File: config.mk
export PLATFORM = sky130hd
export DESIGN_NAME = dip_issue_ctrl
export DESIGN_NICKNAME = d
export VERILOG_FILES = /design/src/dip_pkg.sv /design/src/dip_pair_if.sv /design/src/dip_group_pair.sv /design/src/dip_issue_ctrl.sv
export SDC_FILE = /design/constraint.sdc
export NUM_CORES = 1
export LEC_CHECK = 0
export ABC_AREA = 1
export CAP_MARGIN = 40
export CELL_PAD_IN_SITES_DETAIL_PLACEMENT = 1
export CELL_PAD_IN_SITES_GLOBAL_PLACEMENT = 1
export CORE_MARGIN = 2
export CORE_UTILIZATION = 34
export CTS_BUF_LIST = sky130_fd_sc_hd__clkbuf_4 sky130_fd_sc_hd__clkbuf_8
export CTS_CLUSTER_SIZE = 12
export DETAILED_ROUTE_END_ITERATION = 12
export DONT_BUFFER_PORTS = 1
export HOLD_SLACK_MARGIN = 0.08
export PLACE_DENSITY_LB_ADDON = 0.2
export SETUP_SLACK_MARGIN = 0.5
export SYNTH_ARGS = -nofsm -noshare
export SYNTH_HDL_FRONTEND = slang
export SYNTH_HIERARCHICAL = 1
export SYNTH_SLANG_ARGS = --single-unit
File: constraint.sdc
create_clock -name i_sys_clk -period 3.6 [get_ports i_sys_clk]
set_input_delay 0 -clock i_sys_clk [delete_from_list [all_inputs] [get_ports i_sys_clk]]
set_output_delay 0 -clock i_sys_clk [all_outputs]
set_load 0.02 [all_outputs]
File: src/dip_pkg.sv
// Purpose: Shared constants and types of the dual issue control block
// Assumes: Decode hands over a coarse operation kind per instruction
// Notes: Pairing matrix is indexed [older group * 6 + younger group]
package dip_pkg;

	localparam int NUM_SLOTS = 2;
	localparam int NUM_STAGES = 7;
	localparam int NUM_GROUPS = 6;
	localparam int REG_COUNT = 16;
	localparam int PAGE_LSB = 10;
	localparam logic [31:0] HALFWORD_STEP = 32'h0000_0002;

	typedef enum logic [3:0]
	{
		KIND_ALU = 4'h0,
		KIND_BRANCH = 4'h1,
		KIND_LOAD_STORE = 4'h2,
		KIND_FP_REG_MOVE = 4'h3,
		KIND_FP_COMM_XFER = 4'h4,
		KIND_FP_MEM = 4'h5,
		KIND_FP_SYS_XFER = 4'h6,
		KIND_FP_ARITH = 4'h7,
		KIND_FP_DIV_SQRT = 4'h8,
		KIND_MUL_ACC_WORD = 4'h9,
		KIND_MUL_ACC_LONG = 4'hA,
		KIND_HALF_MUL = 4'hB
	} dip_kind_e;

	typedef enum logic [2:0]
	{
		GRP_INTEGER_EXEC = 3'h0,
		GRP_BRANCH = 3'h1,
		GRP_LOAD_STORE = 3'h2,
		GRP_FPU_REG_MOVE = 3'h3,
		GRP_FPU_MEM_MOVE = 3'h4,
		GRP_FLOAT_EXEC = 3'h5
	} dip_group_e;

	typedef enum logic [0:0]
	{
		ST_RUN = 1'b0,
		ST_MAC_SECOND = 1'b1
	} dip_state_e;

	// Bit (older*6 + younger): 1 = the pair may go out together
	// Distinct groups pair except the two memory groups, which never share a cycle; two float exec ops pair too
	localparam logic [35:0] PAIR_ALLOWED = 36'hF_EBDE_BF7E;
	// Pairs issued together but serialised inside the floating-point unit
	localparam logic [35:0] PAIR_FPU_STALL = 36'h8_0000_0000;

	localparam logic [2:0] LAT_ALU = 3'h1;
	localparam logic [2:0] LAT_LOAD = 3'h2;
	localparam logic [2:0] LAT_MUL = 3'h3;
	localparam logic [2:0] LAT_FPU = 3'h4;
	localparam logic [2:0] DIV_OCCUPY_CYCLES = 3'h3;
	localparam logic [1:0] MAC_ISSUE_CYCLES = 2'h2;

endpackage

File: src/dip_pair_if.sv
// Purpose: Carries group codes and pairing verdicts between the two modules
// Assumes: Purely combinational signals on the issue clock
// Notes: The pairing module owns every verdict
`timescale 1ns/1ps
interface dip_pair_if;
	dip_pkg::dip_kind_e kind_old;
	dip_pkg::dip_kind_e kind_new;
	dip_pkg::dip_group_e group_old;
	dip_pkg::dip_group_e group_new;
	logic pair_allowed;
	logic pair_fpu_stall;

	modport issue
	(
		output kind_old,
		output kind_new,
		input group_old,
		input group_new,
		input pair_allowed,
		input pair_fpu_stall
	);
	modport pairing
	(
		input kind_old,
		input kind_new,
		output group_old,
		output group_new,
		output pair_allowed,
		output pair_fpu_stall
	);
endinterface

File: src/dip_group_pair.sv
// Purpose: Sorts operation kinds into issue groups and looks up pair matrix
// Assumes: Kinds come from decode of the two candidate instructions
// Notes: Combinational only
`timescale 1ns/1ps
module dip_group_pair
(
	dip_pair_if.pairing pif
);

	function automatic dip_pkg::dip_group_e group_of(input dip_pkg::dip_kind_e k);
		dip_pkg::dip_group_e g;
		g = dip_pkg::GRP_INTEGER_EXEC;
		unique case (k)
			dip_pkg::KIND_BRANCH: g = dip_pkg::GRP_BRANCH;
			dip_pkg::KIND_FP_REG_MOVE,
			dip_pkg::KIND_FP_COMM_XFER: g = dip_pkg::GRP_FPU_REG_MOVE;
			dip_pkg::KIND_FP_MEM,
			dip_pkg::KIND_FP_SYS_XFER: g = dip_pkg::GRP_FPU_MEM_MOVE;
			dip_pkg::KIND_LOAD_STORE,
			dip_pkg::KIND_MUL_ACC_WORD,
			dip_pkg::KIND_MUL_ACC_LONG: g = dip_pkg::GRP_LOAD_STORE;
			dip_pkg::KIND_FP_ARITH,
			dip_pkg::KIND_FP_DIV_SQRT: g = dip_pkg::GRP_FLOAT_EXEC;
			default: g = dip_pkg::GRP_INTEGER_EXEC;
		endcase
		return g;
	endfunction

	logic [5:0] index;

	assign pif.group_old = group_of(pif.kind_old);
	assign pif.group_new = group_of(pif.kind_new);
	assign index = 6'(pif.group_old) * 6'd6 + 6'(pif.group_new);
	// Matrix lookup also admits integer then branch
	assign pif.pair_allowed = dip_pkg::PAIR_ALLOWED[index];
	assign pif.pair_fpu_stall = dip_pkg::PAIR_FPU_STALL[index];

endmodule

File: src/dip_issue_ctrl.sv
// Purpose: Dual issue control of a seven stage two-way pipeline
// Assumes: Slot 0 holds the older instruction, slot 1 the one after it
// Notes: Fetch removes o_take_count entries from its queue each cycle
`timescale 1ns/1ps
module dip_issue_ctrl
#(
	parameter int REGS = dip_pkg::REG_COUNT
)
(
	input wire logic i_sys_clk,
	input wire logic i_srst,
	input wire logic [1:0] i_ins_valid,
	input wire logic [1:0][3:0] i_ins_kind,
	input wire logic [1:0][31:0] i_ins_addr,
	input wire logic [1:0][3:0] i_ins_src_a,
	input wire logic [1:0][3:0] i_ins_src_b,
	input wire logic [1:0][3:0] i_ins_dst,
	input wire logic [1:0] i_ins_dst_en,
	output logic [1:0] o_take_count,
	output logic [1:0] o_issue_valid,
	output logic [1:0][3:0] o_issue_kind,
	output logic o_fpu_hold_second,
	output logic o_mac_second_pass,
	output logic o_divider_busy,
	output logic o_mult_store,
	output logic [4:0] o_stage_busy
);

	dip_pair_if pif ();

	dip_group_pair u_group_pair
	(
		.pif(pif.pairing)
	);

	dip_pkg::dip_state_e state_reg;
	dip_pkg::dip_kind_e kind0;
	dip_pkg::dip_kind_e kind1;
	logic [2:0] sb_cnt_reg [REGS];
	logic [2:0] div_cnt_reg;
	logic [2:0] lat0;
	logic [2:0] lat1;
	logic [1:0] mul_pipe_reg;
	logic [4:0] stage_reg;
	logic hazard0;
	logic hazard1;
	logic intra_dep;
	logic same_page;
	logic adjacent;
	logic div_block0;
	logic div_block1;
	logic is_mac0;
	logic is_mac1;
	logic can0;
	logic pair_ok;
	logic take0;
	logic take1;

	assign kind0 = dip_pkg::dip_kind_e'(i_ins_kind[0]);
	assign kind1 = dip_pkg::dip_kind_e'(i_ins_kind[1]);
	assign pif.kind_old = kind0;
	assign pif.kind_new = kind1;

	function automatic logic [2:0] latency_of(input dip_pkg::dip_kind_e k);
		logic [2:0] l;
		l = dip_pkg::LAT_ALU;
		unique case (k)
			dip_pkg::KIND_LOAD_STORE,
			dip_pkg::KIND_FP_MEM: l = dip_pkg::LAT_LOAD;
			dip_pkg::KIND_HALF_MUL,
			dip_pkg::KIND_MUL_ACC_WORD,
			dip_pkg::KIND_MUL_ACC_LONG: l = dip_pkg::LAT_MUL;
			dip_pkg::KIND_FP_ARITH,
			dip_pkg::KIND_FP_DIV_SQRT: l = dip_pkg::LAT_FPU;
			default: l = dip_pkg::LAT_ALU;
		endcase
		return l;
	endfunction

	assign lat0 = latency_of(kind0);
	assign lat1 = latency_of(kind1);

	// Pending results block any source or destination that names them
	assign hazard0 = sb_cnt_reg[i_ins_src_a[0]] != 3'h0
		|| sb_cnt_reg[i_ins_src_b[0]] != 3'h0
		|| (i_ins_dst_en[0] && sb_cnt_reg[i_ins_dst[0]] != 3'h0);
	assign hazard1 = sb_cnt_reg[i_ins_src_a[1]] != 3'h0
		|| sb_cnt_reg[i_ins_src_b[1]] != 3'h0
		|| (i_ins_dst_en[1] && sb_cnt_reg[i_ins_dst[1]] != 3'h0);
	// The older one is in flight once paired, so its result counts too
	assign intra_dep = i_ins_dst_en[0]
		&& (i_ins_dst[0] == i_ins_src_a[1] || i_ins_dst[0] == i_ins_src_b[1]
		|| (i_ins_dst_en[1] && i_ins_dst[0] == i_ins_dst[1]));

	assign same_page = i_ins_addr[0][31:dip_pkg::PAGE_LSB]
		== i_ins_addr[1][31:dip_pkg::PAGE_LSB];
	assign adjacent = i_ins_addr[1]
		== i_ins_addr[0] + dip_pkg::HALFWORD_STEP;

	assign div_block0 = kind0 == dip_pkg::KIND_FP_DIV_SQRT
		&& div_cnt_reg != 3'h0;
	assign div_block1 = kind1 == dip_pkg::KIND_FP_DIV_SQRT
		&& (div_cnt_reg != 3'h0 || kind0 == dip_pkg::KIND_FP_DIV_SQRT);
	assign is_mac0 = kind0 == dip_pkg::KIND_MUL_ACC_WORD
		|| kind0 == dip_pkg::KIND_MUL_ACC_LONG;
	assign is_mac1 = kind1 == dip_pkg::KIND_MUL_ACC_WORD
		|| kind1 == dip_pkg::KIND_MUL_ACC_LONG;

	// Stalled until operands are ready; no issue in a second MAC pass
	assign can0 = i_ins_valid[0] && !hazard0 && !div_block0
		&& state_reg == dip_pkg::ST_RUN;

	// Two-issue-cycle operations never pair, keeping their pass slot free
	assign pair_ok = can0 && i_ins_valid[1]
		&& same_page && adjacent
		&& pif.pair_allowed
		&& !hazard1 && !intra_dep
		&& !div_block1 && !is_mac0 && !is_mac1;

	assign take0 = can0;
	assign take1 = pair_ok;
	// A refused younger instruction simply stays at the head of fetch
	assign o_take_count = {take1, take0 && !take1};

	always_ff @(posedge i_sys_clk)
	begin
		if (i_srst)
			state_reg <= dip_pkg::ST_RUN;
		else
		begin
			unique case (state_reg)
				dip_pkg::ST_RUN:
					if (take0 && is_mac0)
						state_reg <= dip_pkg::ST_MAC_SECOND;
				dip_pkg::ST_MAC_SECOND:
					state_reg <= dip_pkg::ST_RUN;
			endcase
		end
	end

	always_ff @(posedge i_sys_clk)
	begin
		if (i_srst)
		begin
			o_issue_valid <= 2'h0;
			o_issue_kind <= '0;
			o_fpu_hold_second <= 1'b0;
		end
		else
		begin
			o_issue_valid <= {take1, take0};
			o_issue_kind <= i_ins_kind;
			// FPU holds the younger back a cycle inside its own pipe
			o_fpu_hold_second <= take1 && pif.pair_fpu_stall;
		end
	end

	always_ff @(posedge i_sys_clk)
	begin
		if (i_srst)
			o_mac_second_pass <= 1'b0;
		else
			o_mac_second_pass <= state_reg == dip_pkg::ST_RUN
				&& take0 && is_mac0;
	end

	// Decode, three execute stages and write-back; fetch lives upstream
	always_ff @(posedge i_sys_clk)
	begin
		if (i_srst)
			stage_reg <= 5'h00;
		else
			stage_reg <= {stage_reg[3:0], take0 || state_reg
				== dip_pkg::ST_MAC_SECOND};
	end
	assign o_stage_busy = stage_reg;

	// Half multiplies go decode, E1, then store the result during M2
	always_ff @(posedge i_sys_clk)
	begin
		if (i_srst)
		begin
			mul_pipe_reg <= 2'h0;
			o_mult_store <= 1'b0;
		end
		else
		begin
			mul_pipe_reg <= {mul_pipe_reg[0],
				(take0 && kind0 == dip_pkg::KIND_HALF_MUL)
				|| (take1 && kind1 == dip_pkg::KIND_HALF_MUL)};
			o_mult_store <= mul_pipe_reg[1];
		end
	end

	always_ff @(posedge i_sys_clk)
	begin
		if (i_srst)
			div_cnt_reg <= 3'h0;
		else if ((take0 && kind0 == dip_pkg::KIND_FP_DIV_SQRT)
			|| (take1 && kind1 == dip_pkg::KIND_FP_DIV_SQRT))
			div_cnt_reg <= dip_pkg::DIV_OCCUPY_CYCLES;
		else if (div_cnt_reg != 3'h0)
			div_cnt_reg <= div_cnt_reg - 3'h1;
	end
	assign o_divider_busy = div_cnt_reg != 3'h0;

	for (genvar r = 0; r < REGS; r++)
	begin : g_sb
		always_ff @(posedge i_sys_clk)
		begin
			if (i_srst)
				sb_cnt_reg[r] <= 3'h0;
			else if (take1 && i_ins_dst_en[1] && i_ins_dst[1] == 4'(r))
				sb_cnt_reg[r] <= lat1;
			else if (take0 && i_ins_dst_en[0] && i_ins_dst[0] == 4'(r))
				sb_cnt_reg[r] <= lat0;
			else if (sb_cnt_reg[r] != 3'h0)
				sb_cnt_reg[r] <= sb_cnt_reg[r] - 3'h1;
		end
	end
endmodule

Word level (Yosys, flattened, before mapping) --
Memories as Yosys holds them, arrays and structs flattened. Index checks and enable logic that the tools add are counted. W data, S select, Z words.
Storage, ports and cells: ROM bits 224, bits in registers 24, memories 5, word-level logic and storage cells 499, bits in latches 0, bits in writable memories 48
Cells by class: multipliers 1, muxes and demuxes 250, shifts and indexed selects 0, add/subtract/negate cells 19, reductions and logical operators 114, bitwise gates (word level) 49, magnitude comparators 1, equality and inequality tests 49, div/mod/pow operators 0
Memory list:
- (name not given) | words 64, width 1, read ports 1, clocked after Yosys merged registers in 0, write ports 0, line dip_group_pair.sv:35 | assign pif.pair_allowed = dip_pkg::PAIR_ALLOWED[index];
- (name not given) | words 64, width 1, read ports 1, clocked after Yosys merged registers in 0, write ports 0, line dip_group_pair.sv:36 | assign pif.pair_fpu_stall = dip_pkg::PAIR_FPU_STALL[index];
- (name not given) | words 16, width 3, read ports 1, clocked after Yosys merged registers in 0, write ports 0, line dip_group_pair.sv:13 | unique case (k)
- (name not given) | words 16, width 3, read ports 1, clocked after Yosys merged registers in 0, write ports 0, line dip_group_pair.sv:13
- sb_cnt_reg | words 16, width 3, read ports 22, clocked after Yosys merged registers in 0, write ports 16, line dip_issue_ctrl.sv:39 | logic [2:0] sb_cnt_reg [REGS];
Operators by type and width (number):
- $mux W1 | 197
- $mux W3 | 48
- $eq A4 B4 Y1 const B | 24
- $reduce_bool A3 Y1 | 23
- $logic_and A1 B1 Y1 | 61
- $sub A3 B1 Y3 const B | 17
- $eq A4 B3 Y1 const B | 12
- $or A1 B1 Y1 | 48
- $add A32 B2 Y32 const B | 1
- $eq A32 B32 Y1 | 1
- $eq A4 B2 Y1 const B | 6
- $eq A22 B22 Y1 | 1
- $pmux W3 S3 | 2
- $eq A4 B4 Y1 | 3
- $logic_or A1 B1 Y1 | 12
- $reduce_or A2 Y1 | 5
- $eq A4 B1 Y1 const B | 2
- $logic_not A1 Y1 | 8
- $logic_not A4 Y1 | 2
- $lt A6 B7 Y1 const B | 1
- $add A6 B3 Y6 | 1
- $reduce_or A3 Y1 | 2
- $mul A3 B2 Y5 const B | 1
- $mux W2 | 2
- 3 further kinds | 3

Longest topological paths before layout --
Gate-level depths: netlist (run 1). An unclocked memory read counts as a cell.
word-level depth 25, gate-level depth with buffers 38

By module --
Netlist (run 1), hierarchy kept.
Modules (own cells, without submodules):
- dip_issue_ctrl | cells each 1645, sequential area each 1921.8 um^2, instances 1, area each 9261.4 um^2
- dip_group_pair | cells each 96, sequential area each 0.0 um^2, instances 1, area each 531.8 um^2

Worst setup path after synthesis (run 1) --
Ideal clock, no wire load.
path type input to register, from in i_ins_kind[0] (netlist name), to mem sb_cnt_reg[6][0] (data pin), arrival 3.622 ns, data required time 3.340 ns, setup slack -0.281 ns, stages on the path 35, setup time 0.260 ns, buffers on the path 1, path through inv_1 -> ha_1 -> nand2_1 -> nor2_1 -> a31oi_1 -> inv_1 -> ha_1 -> fa_1 -> inv_1 -> nand2_1 -> nand2_1 -> nand2_1 -> nor2_1 -> nor2_1 -> nand2_1 -> nand2_1 -> nand3_2 -> nand2_1 -> a21oi_1 -> nand2_1 -> nor2_1 -> nand2_1 -> nor2_1 -> nand3_1 -> nor2_1 -> nand2_1 -> nor2_2 -> nand2_2 -> nor2_8 -> buf_8 -> nand3_1 -> nand3_1 -> nor2_1 -> nand2_1 -> nand3_1
RTL lines:
- from (decl) | line dip_issue_ctrl.sv:13 | input wire logic [1:0][3:0] i_ins_kind,
- to (decl) | line dip_issue_ctrl.sv:39

==> impl_metrics.py, run 1 <==
metrics = {
    "clock_network": {
        "htreeDepth": 3,
        "cts_max_path_buffers": 2,
        "clockRootBuffer": "clkbuf_8",
        "cts_inserted_buffers": 9,
        "cts_num_sinks": 72,
        "clk_latency_ns": 0.39,
        "clk_pin_slew_ns": 0.10,
        "cts_tree": "yes",
    },
    "finish": {
        "largest_register_ff_count": 48,
        "nNetsFinal": 1911,
        "synthToLayoutAreaGrowth_pct": 15.06,
        "final_cell_mix": "531 x nand2_1, 268 x inv_1, 220 x nor2_1",
        "drive_above_1_share_pct": 10.91,
        "seq_area_sq_mm": 0.001922,
        "mostFrequentLayoutCell": "nand2_1",
        "diodes": 0,
        "fin_util_pct": 39.47,
        "multi_input_area_sq_mm": 0.006914,
        "fillers": 3984,
        "stdcell_area_sq_mm": 0.01127,
    },
    "grt": {
        "grt_overflow": 0,
        "grt_usage_pct": 26.98,
        "grt_max_degree": 66,
        "first_global_vias": 11980,
        "antenna_found_initial": 0,
        "grt_first_pass_wirelength_um": 64030,
    },
    "die": {
        "dieArea_sq_mm": 0.03018,
        "die_w_um": 173.7,
        "num_rows": 62,
        "die_h_um": 173.7,
        "core_area_sq_mm": 0.02855,
        "start_util_pct": 34.30,
        "pin_count": 123,
    },
    "outcome": {
        "status": "complete, no violations",
    },
    "timing": {
        "finalHoldViolations": 0,
        "rsz0062_at_grt": "true",
        "relSlewSlack_pct": 41.31,
        "fin_crit_sh_pct": 96.91,
        "setup_viol": 0,
        "period_needed_ns": 3.489,
        "tightest_slew_ns": 0.8794,
        "finalMaxSlewViolations": 0,
        "skew_ns": 0.01893,
        "max_freq_mhz": 286.6,
    },
    "placement": {
        "gp_congestion": 0.9793,
        "postPlaceCellArea_sq_mm": 0.01050,
        "io_buffers": 0,
        "dp_hpwl_um": 31910,
    },
    "hold_path": {
        "hold_path_class": "input port to flop",
        "holdPathEnd": "sb_cnt_reg[12][2]$_DFFE_PP_",
        "hold_depth": 2,
        "hp-start": "i_ins_dst_en[0]",
    },
    "route": {
        "wl_um": 41260,
        "first_pass_iters": 5,
        "drtAntennaViolNets": 0,
        "drc": 0,
        "drt-initial-drc-count": 751,
        "avgRoutedWirePerCell_um": 19.16,
        "via_per_inst": 5.378,
        "vias": 11580,
    },
    "synth": {
        "async_flop_share_pct": 0,
        "ys_seq_elements": 72,
        "yosys_warnings": 6,
        "syn_nets": 1888,
        "synth_edf_count": 48,
        "ys_types": 44,
        "postSynthAreaPerCell_sq_um": 5.625,
        "yosys.area.top_type": "nand2_1",
        "syn_area_sq_mm": 0.009793,
        "synth_area_leaders": "nand2_1 21%, edfxtp_1 15%, inv_1 11%",
        "synth_seq_area_share_pct": 19.62,
        "synth_cells": 1741,
        "synth_flop_cell": "edfxtp_1",
        "synth_top_area_share_pct": 20.66,
    },
    "worst_setup_path": {
        "crit_fanout": 7,
        "r2r_start": "sb_cnt_reg[12][0]$_DFFE_PP_",
        "rrSetupSlack_ns": 0.33,
        "r2r-end": "sb_cnt_reg[8][2]$_SDFFCE_PN0P_",
        "slowest_stage": "fa_2",
        "rr_worst_depth": 16,
        "critPathMaxStageDelay_ns": 0.46,
        "crit_path_end_kind": "flop",
        "worstSetupPathType": "input port to flop",
        "crit_path_start_kind": "input port",
        "worstPathArrival_ns": 3.62,
        "required_ns": 3.74,
    },
    "pwr": {
        "powerDensity_mw_per_mm2": 466.7,
        "vdd_ir_drop_max_v": 0.0001871,
        "power.leakage_nw": 5.600,
    },
    "run": {
        "drv_cap": 0,
    },
}
[worst max path at each step]
stage / from / cells past startpoint / end / slack [ns]
floorplan: i_ins_kind[0] / 37 / sb_cnt_reg[0][0]$_DFFE_PP_ / -0.05
global placement: i_ins_kind[0] / 37 / sb_cnt_reg[3][2]$_DFFE_PP_ / -0.27
detailed placement: i_ins_kind[0] / 38 / sb_cnt_reg[9][0]$_DFFE_PP_ / -0.44
CTS: i_ins_kind[1] / 33 / sb_cnt_reg[12][1]$_DFFE_PP_ / 0.14
global route: i_ins_kind[1] / 36 / sb_cnt_reg[1][2]$_DFFE_PP_ / -0.33
finish: i_ins_kind[1] / 37 / sb_cnt_reg[9][0]$_DFFE_PP_ / 0.11
[timing repair]
action | in CTS | in global routing
cloned | 1 | 0
resized for setup | 34 | 28
endpoints found under the hold margin | 117 | 65
setup buffers | 7 | 4
setup endpoints to repair | 99 | 103
pin swaps | 34 | 28
hold buffers | 14 | 1
[metal layers]
metal	track usage, %	up-vias	share of wire [%]
met4	11.41	0	4.1
met5	0	-	0
met2	48.00	326	48
li1	-	5615	-
met1	31.71	5534	42
met3	5.088	103	5.8
[critical path, delay by kind of cell]
kind                     cells  cell delay (ns)
adder cells (fa/ha/maj)      3             0.85
AO/OA/AOI/OAI                2             0.27
buffers and inverters        6             0.53
AND/OR/NAND/NOR             26             1.97
[where the power goes]
group / internal (mW) / switching, mW
clock: 0.335 / 0.422
combinational: 1.00 / 2.04
sequential: 1.27 / 0.193
total: 2.61 / 2.65
[layout make-up]
class	count	share of cell area (%)
clock buffers	9	1.099
repair buffers	62	5.674
well taps	384	4.264
clock inverters	7	0.7328
multi-input cells	1331	61.36
inverters	288	9.816
flip-flops and latches	72	17.06
[metrics by stage]
stage               instances  setup WS [ns]  hold slack [ns]  total power, mW  setup TNS, ns
global placement         2109        -0.2724          0.07978            4.251         -18.66
CTS                      2148         0.1402         -0.04385            5.201              0
detailed placement       2110        -0.4375          0.08201            4.370         -30.44
floorplan                1741       -0.05464           0.1188            3.511        -0.3219
finish                   2153         0.1114          0.09227            5.259              0
global route             2153        -0.3322           0.1103            5.746         -20.23
[cell families after synthesis]
logic type      after synthesis  share of synthesized area [%]
mux                           7                         0.7155
simple gates               1154                          52.63
compound gates               98                          5.328
buf+inv                     338                          13.39
flops                        72                          19.62
xor+xnor                     27                          2.415
fa+ha+maj                    45                          5.903
[Yosys cell counts, types with 3 or more instances]
cell      count
nor3_1        6
buf_2        13
buf_1         4
clkbuf_1     28
ha_1         43
dfxtp_1      24
nand3_1     205
inv_1       274
xor2_1       12
xnor2_1      15
buf_4         4
nand3_2      15
nand4_1     104
nand3b_1      9
nor2_2       11
nor2_1      240
mux2i_1       7
o21ai_1       3
o21ai_0      52
inv_2        13
a21oi_1      30
nand2_1     539
edfxtp_1     48
nand2_2      10
nor2_4        5
Note: power is estimated with default switching activity, not from simulation.
==> run 2: changes to the inputs <==
--- a/config.mk
+++ b/config.mk
@@ -9,9 +9,9 @@
 export CAP_MARGIN = 40
 export CELL_PAD_IN_SITES_DETAIL_PLACEMENT = 1
 export CELL_PAD_IN_SITES_GLOBAL_PLACEMENT = 1
-export CORE_MARGIN = 2
-export CORE_UTILIZATION = 34
-export CTS_BUF_LIST = sky130_fd_sc_hd__clkbuf_4 sky130_fd_sc_hd__clkbuf_8
+export CORE_MARGIN = 5
+export CORE_UTILIZATION = 41
+export CTS_BUF_LIST = sky130_fd_sc_hd__clkbuf_4
 export CTS_CLUSTER_SIZE = 12
 export DETAILED_ROUTE_END_ITERATION = 12
 export DONT_BUFFER_PORTS = 1
==> impl_metrics.py, run 2 (synthesis results as in run 1) <==
metrics = {
    "worst_setup_path": {
        "r2r_start": "sb_cnt_reg[4][0]$_DFFE_PP_",
        "worstSetupPathType": "input port to flop",
        "worstPathArrival_ns": 3.72,
        "crit_path_frequent_cell": "nand2_1",
        "rr_worst_depth": 19,
        "crit_path_end_kind": "flop",
        "rrSetupSlack_ns": 0.38,
        "crit_fanout": 6,
        "crit_path_start_kind": "input port",
        "slowest_stage": "fa_2",
        "r2r-end": "sb_cnt_reg[5][0]$_DFFE_PP_",
        "critPathMaxStageDelay_ns": 0.57,
        "required_ns": 3.84,
    },
    "pwr": {
        "power.leakage_nw": 5.761,
        "vdd_ir_drop_max_v": 0.0001788,
        "powerDensity_mw_per_mm2": 445.8,
    },
    "route": {
        "avgRoutedWirePerCell_um": 19.71,
        "drc": 0,
        "wl_um": 41730,
        "vias": 11710,
        "first_pass_iters": 5,
        "via_per_inst": 5.529,
        "drtAntennaViolNets": 0,
        "drt-initial-drc-count": 707,
    },
    "finish": {
        "final_cell_mix": "522 x nand2_1, 264 x inv_1, 220 x nor2_1",
        "largest_register_ff_count": 48,
        "stdcell_area_sq_mm": 0.01150,
        "drive_above_1_share_pct": 12.13,
        "fillers": 3332,
        "mostFrequentLayoutCell": "nand2_1",
        "synthToLayoutAreaGrowth_pct": 17.45,
        "nNetsFinal": 1939,
    },
    "grt": {
        "grt_overflow": 0,
        "grt_max_degree": 50,
        "grt_first_pass_wirelength_um": 63720,
        "first_global_vias": 12040,
        "antenna_found_initial": 1,
        "grt_usage_pct": 30.05,
    },
    "timing": {
        "setup_viol": 0,
        "fin_crit_sh_pct": 96.84,
        "tightest_slew_ns": 0.8749,
        "finalMaxSlewViolations": 0,
        "relSlewSlack_pct": 41.61,
        "period_needed_ns": 3.486,
        "whs_ns": -0.09279,
        "max_freq_mhz": 286.8,
        "rsz0062_at_grt": "true",
        "skew_ns": 0.02934,
        "fin_setup_tns_ns": 0,
        "finalHoldViolations": 75,
    },
    "clock_network": {
        "cts_num_sinks": 72,
        "clk_pin_slew_ns": 0.16,
        "clk_latency_ns": 0.48,
        "cts_tree": "yes",
        "cts_inserted_buffers": 9,
        "cts_max_path_buffers": 2,
        "htreeDepth": 3,
        "clockRootBuffer": "clkbuf_4",
    },
    "hold_path": {
        "hp-start": "i_ins_dst_en[1]",
        "holdPathEnd": "sb_cnt_reg[8][0]$_SDFFCE_PN0P_",
        "hold_depth": 2,
        "hold_path_class": "input port to flop",
    },
    "die": {
        "dieArea_sq_mm": 0.02708,
        "core_area_sq_mm": 0.02347,
        "die_h_um": 164.6,
        "die_w_um": 164.6,
        "num_rows": 56,
        "pin_count": 123,
        "start_util_pct": 41.72,
    },
    "placement": {
        "dp_hpwl_um": 31900,
        "postPlaceCellArea_sq_mm": 0.01049,
        "gp_congestion": 0.9987,
        "io_buffers": 0,
    },
    "run": {
        "drv_cap": 0,
    },
    "outcome": {
        "status": "finished with violations",
        "violations": "hold timing",
    },
}
==> run 2: cell count changes in the layout (fill, tap and decap cells not counted), sizes merged <==
cell	delta
clkinv	+2
dlygate4sd3	+19
inv	-2
bufinv	-1
buf	+8
diode	+1
clkbuf	+1
dlymetal6s4s	+1
==> run 2: final cells by class <==
class / count / area, sq um / share of cell area [%]
tap: 319 / 399.1 / 3.470
timing repair buffer: 90 / 875.8 / 7.614
clock inverter: 6 / 43.79 / 0.3807
antenna: 1 / 2.502 / 0.02176
clock buffer: 10 / 75.07 / 0.6527
multi-input combinational: 1331 / 7076 / 61.51
sequential: 72 / 1922 / 16.71
inverter: 288 / 1109 / 9.638
==> run 2: power breakdown <==
group	internal (mW)	switching, mW
Sequential	1.27	0.183
Clock	0.155	0.372
Combinational	1.06	2.09
Total	2.48	2.64
==> run 2: routing by layer <==
metal	vias up	share of wire (%)	global-route usage [%]	wire length, um
met3	111	6.5	5.416	2725
met1	5569	39	34.74	16180
li1	5670	-	-	-
met2	355	50	54.01	20780
met5	-	0	0	0
met4	0	4.9	13.23	2037
==> run 2: metrics by stage <==
step	setup slack, ns	hold slack, ns	cells	util, %	power, mW
2_1_floorplan	-0.05464	0.1188	1741	-	3.511
3_3_place_gp	-0.2506	0.07990	2051	44.47	4.237
3_5_place_dp	-0.4921	0.08219	2053	44.71	4.387
4_1_cts	0.1494	-0.1204	2106	47.60	4.979
5_1_grt	-0.1224	-0.1180	2117	49.00	5.573
6_report	0.1138	-0.09279	2117	49.00	5.128
==> run 2: critical path: cells and delay by family <==
family / cells / cell delay, ns
buffers and inverters: 5 / 0.36
adder cells (fa/ha/maj): 3 / 0.97
AND/OR/NAND/NOR: 25 / 2.25
AO/OA/AOI/OAI: 2 / 0.14
==> run 2: worst max-delay path by stage <==
stage / start / to / slack (ns) / cells past startpoint
6_report: i_ins_kind[0] / sb_cnt_reg[3][1]$_DFFE_PP_ / 0.11 / 35
5_1_grt: i_ins_kind[1] / sb_cnt_reg[3][2]$_DFFE_PP_ / -0.12 / 33
4_1_cts: i_ins_kind[1] / sb_cnt_reg[12][2]$_DFFE_PP_ / 0.15 / 36
3_5_place_dp: i_ins_kind[0] / sb_cnt_reg[10][2]$_DFFE_PP_ / -0.49 / 37
3_3_place_gp: i_ins_kind[0] / sb_cnt_reg[11][2]$_DFFE_PP_ / -0.25 / 37
2_1_floorplan: i_ins_kind[0] / sb_cnt_reg[0][0]$_DFFE_PP_ / -0.05 / 37
==> run 2: timing repair <==
item	CTS	global route
endpoints found under the hold margin	120	96
hold buffers	32	1
setup endpoints to repair	100	104
resized for setup	44	57
pin swaps	37	40
setup buffers	5	8
==> run 3: changes to the inputs <==
--- a/config.mk
+++ b/config.mk
@@ -11,12 +11,12 @@
 export CELL_PAD_IN_SITES_GLOBAL_PLACEMENT = 1
 export CORE_MARGIN = 5
 export CORE_UTILIZATION = 41
-export CTS_BUF_LIST = sky130_fd_sc_hd__clkbuf_4
+export CTS_BUF_LIST = sky130_fd_sc_hd__clkbuf_4 sky130_fd_sc_hd__clkbuf_8
 export CTS_CLUSTER_SIZE = 12
 export DETAILED_ROUTE_END_ITERATION = 12
 export DONT_BUFFER_PORTS = 1
 export HOLD_SLACK_MARGIN = 0.08
-export PLACE_DENSITY_LB_ADDON = 0.2
+export PLACE_DENSITY = 0.8
 export SETUP_SLACK_MARGIN = 0.5
 export SYNTH_ARGS = -nofsm -noshare
 export SYNTH_HDL_FRONTEND = slang
==> impl_metrics.py, run 3 (synthesis results as in run 1) <==
metrics = {
    "finish": {
        "final_cell_mix": "530 x nand2_1, 269 x inv_1, 214 x nor2_1",
        "largest_register_ff_count": 48,
        "drive_above_1_share_pct": 11.86,
        "final_cells": 2098,
        "mostFrequentLayoutCell": "nand2_1",
        "synthToLayoutAreaGrowth_pct": 15.59,
        "nNetsFinal": 1921,
        "diodes": 0,
    },
    "hold_path": {
        "holdPathEnd": "sb_cnt_reg[10][1]$_DFFE_PP_",
        "hold_depth": 5,
        "hp-start": "i_ins_dst_en[1]",
        "hold_path_class": "input port to flop",
    },
    "route": {
        "wl_um": 41040,
        "wl_met2_um": 19960,
        "drc": 0,
        "met3_length_um": 3051,
        "via_per_inst": 5.626,
        "vias": 11800,
        "avgRoutedWirePerCell_um": 19.56,
        "met1_length_um": 16010,
        "first_pass_iters": 5,
        "drtAntennaViolNets": 0,
        "drt-initial-drc-count": 783,
        "highest_layer": "met4",
    },
    "clock_network": {
        "cts_tree": "yes",
        "cts_max_path_buffers": 2,
        "clockRootBuffer": "clkbuf_8",
        "clk_pin_slew_ns": 0.10,
        "clk_latency_ns": 0.39,
        "cts_inserted_buffers": 9,
        "htreeDepth": 3,
        "cts_num_sinks": 72,
    },
    "placement": {
        "pre_cts_slack_ns": -0.4568,
        "io_buffers": 0,
        "gp_congestion": 0.9901,
        "dp_cells": 2044,
        "dp_hpwl_um": 30870,
    },
    "worst_setup_path": {
        "r2r_start": "div_cnt_reg[0]$_SDFFE_PP0P_",
        "worstSetupPathType": "input port to flop",
        "required_ns": 3.74,
        "worstPathArrival_ns": 3.72,
        "crit_fanout": 8,
        "crit_path_end_kind": "flop",
        "critPathMaxStageDelay_ns": 0.59,
        "rrSetupSlack_ns": 0.39,
        "rr_worst_depth": 20,
        "crit_path_frequent_cell": "nand2_1",
        "r2r-end": "sb_cnt_reg[13][1]$_DFFE_PP_",
        "crit_path_start_kind": "input port",
        "slowest_stage": "fa_2",
    },
    "grt": {
        "grt_max_degree": 63,
        "antenna_found_initial": 0,
        "grt_overflow": 0,
        "grt_first_pass_wirelength_um": 63110,
        "first_global_vias": 12020,
        "grt_usage_pct": 29.53,
    },
    "die": {
        "die_h_um": 164.6,
        "num_rows": 56,
        "die_w_um": 164.6,
        "core_area_sq_mm": 0.02347,
        "dieArea_sq_mm": 0.02708,
        "start_util_pct": 41.72,
        "pin_count": 123,
    },
    "timing": {
        "whs_ns": 0.05270,
        "skew_ns": 0.01603,
        "fin_setup_tns_ns": 0,
        "finalWorstSetupSlack_ns": 0.02680,
        "setup_viol": 0,
        "relSlewSlack_pct": 42.77,
        "period_needed_ns": 3.573,
        "max_freq_mhz": 279.9,
        "finalMaxSlewViolations": 0,
        "rsz0062_at_grt": "true",
        "fin_crit_sh_pct": 99.26,
        "tightest_slew_ns": 0.8575,
        "finalHoldViolations": 0,
    },
    "pwr": {
        "power.leakage_nw": 5.647,
        "power_mw": 5.244,
        "powerDensity_mw_per_mm2": 463.3,
        "vdd_ir_drop_max_v": 0.0002801,
    },
    "run": {
        "drv_cap": 0,
    },
    "outcome": {
        "status": "complete, no violations",
    },
}
==> run 3: changes by cell type in the layout (fill, tap and decap cells not counted), sizes merged <==
| cell | delta |
|---|---|
| buf | +3 |
| bufinv | +1 |
| clkbuf | -1 |
| clkinv | -2 |
| diode | -1 |
| dlygate4sd3 | -20 |
| dlymetal6s4s | -1 |
| inv | +2 |
==> run 3: area by class of cell <==
| class | instances | area (sq um) |
|---|---|---|
| fill | 3317 | 12150 |
| multi-input combinational | 1331 | 6969 |
| sequential | 72 | 1922 |
| inverter | 288 | 1106 |
| timing repair buffer | 72 | 716.9 |
| tap | 319 | 399.1 |
| clock buffer | 9 | 123.9 |
| clock inverter | 7 | 82.58 |
==> run 3: stage by stage <==
| step | area, sq um | utilization (%) |
|---|---|---|
| after global routing | 11320 | 48.22 |
| after global placement | 10410 | 44.36 |
| after floorplan | 9926 | - |
| final | 11320 | 48.22 |
| after CTS | 10990 | 46.82 |
| after detailed placement | 10410 | 44.36 |
==> run 3: worst max path at each step <==
stage	to	start	depth (start not counted)	slack, ns
5_1_grt	sb_cnt_reg[1][1]$_DFFE_PP_	i_ins_kind[1]	34	-0.24
6_report	sb_cnt_reg[0][2]$_DFFE_PP_	i_ins_kind[1]	36	0.03
4_1_cts	sb_cnt_reg[1][2]$_DFFE_PP_	i_ins_kind[1]	35	0.08
2_1_floorplan	sb_cnt_reg[0][0]$_DFFE_PP_	i_ins_kind[0]	37	-0.05
3_5_place_dp	sb_cnt_reg[10][0]$_DFFE_PP_	i_ins_kind[0]	37	-0.46
3_3_place_gp	sb_cnt_reg[3][2]$_DFFE_PP_	i_ins_kind[0]	37	-0.24
==> run 3: critical path: cells and delay by family <==
| kind | cells | cell delay, ns |
|---|---|---|
| and+or+nand+nor | 24 | 1.92 |
| AOI/OAI and AO/OA | 2 | 0.30 |
| adders and majority gates | 3 | 0.99 |
| buffers and inverters | 7 | 0.46 |
==> run 3: repair_timing <==
action	in CTS	in global routing
setup endpoints to repair	100	103
hold buffers	12	2
buffers inserted	10	14
endpoints found under the hold margin	114	52
gates resized for setup	34	41
pin swaps	39	31
==> run 3: power by group <==
group	switching, mW	leakage, nW	internal, mW
Clock	0.396	0.107	0.335
Sequential	0.181	0.727	1.27
Combinational	2.06	4.81	1.00
Total	2.64	5.65	2.61
==> run 3: metal layers <==
metal  global-route usage (%)  up-vias
met3                    5.391      136
li1                         -     5630
met4                    12.25        0
met1                    34.75     5569
met5                        0        -
met2                    52.66      468
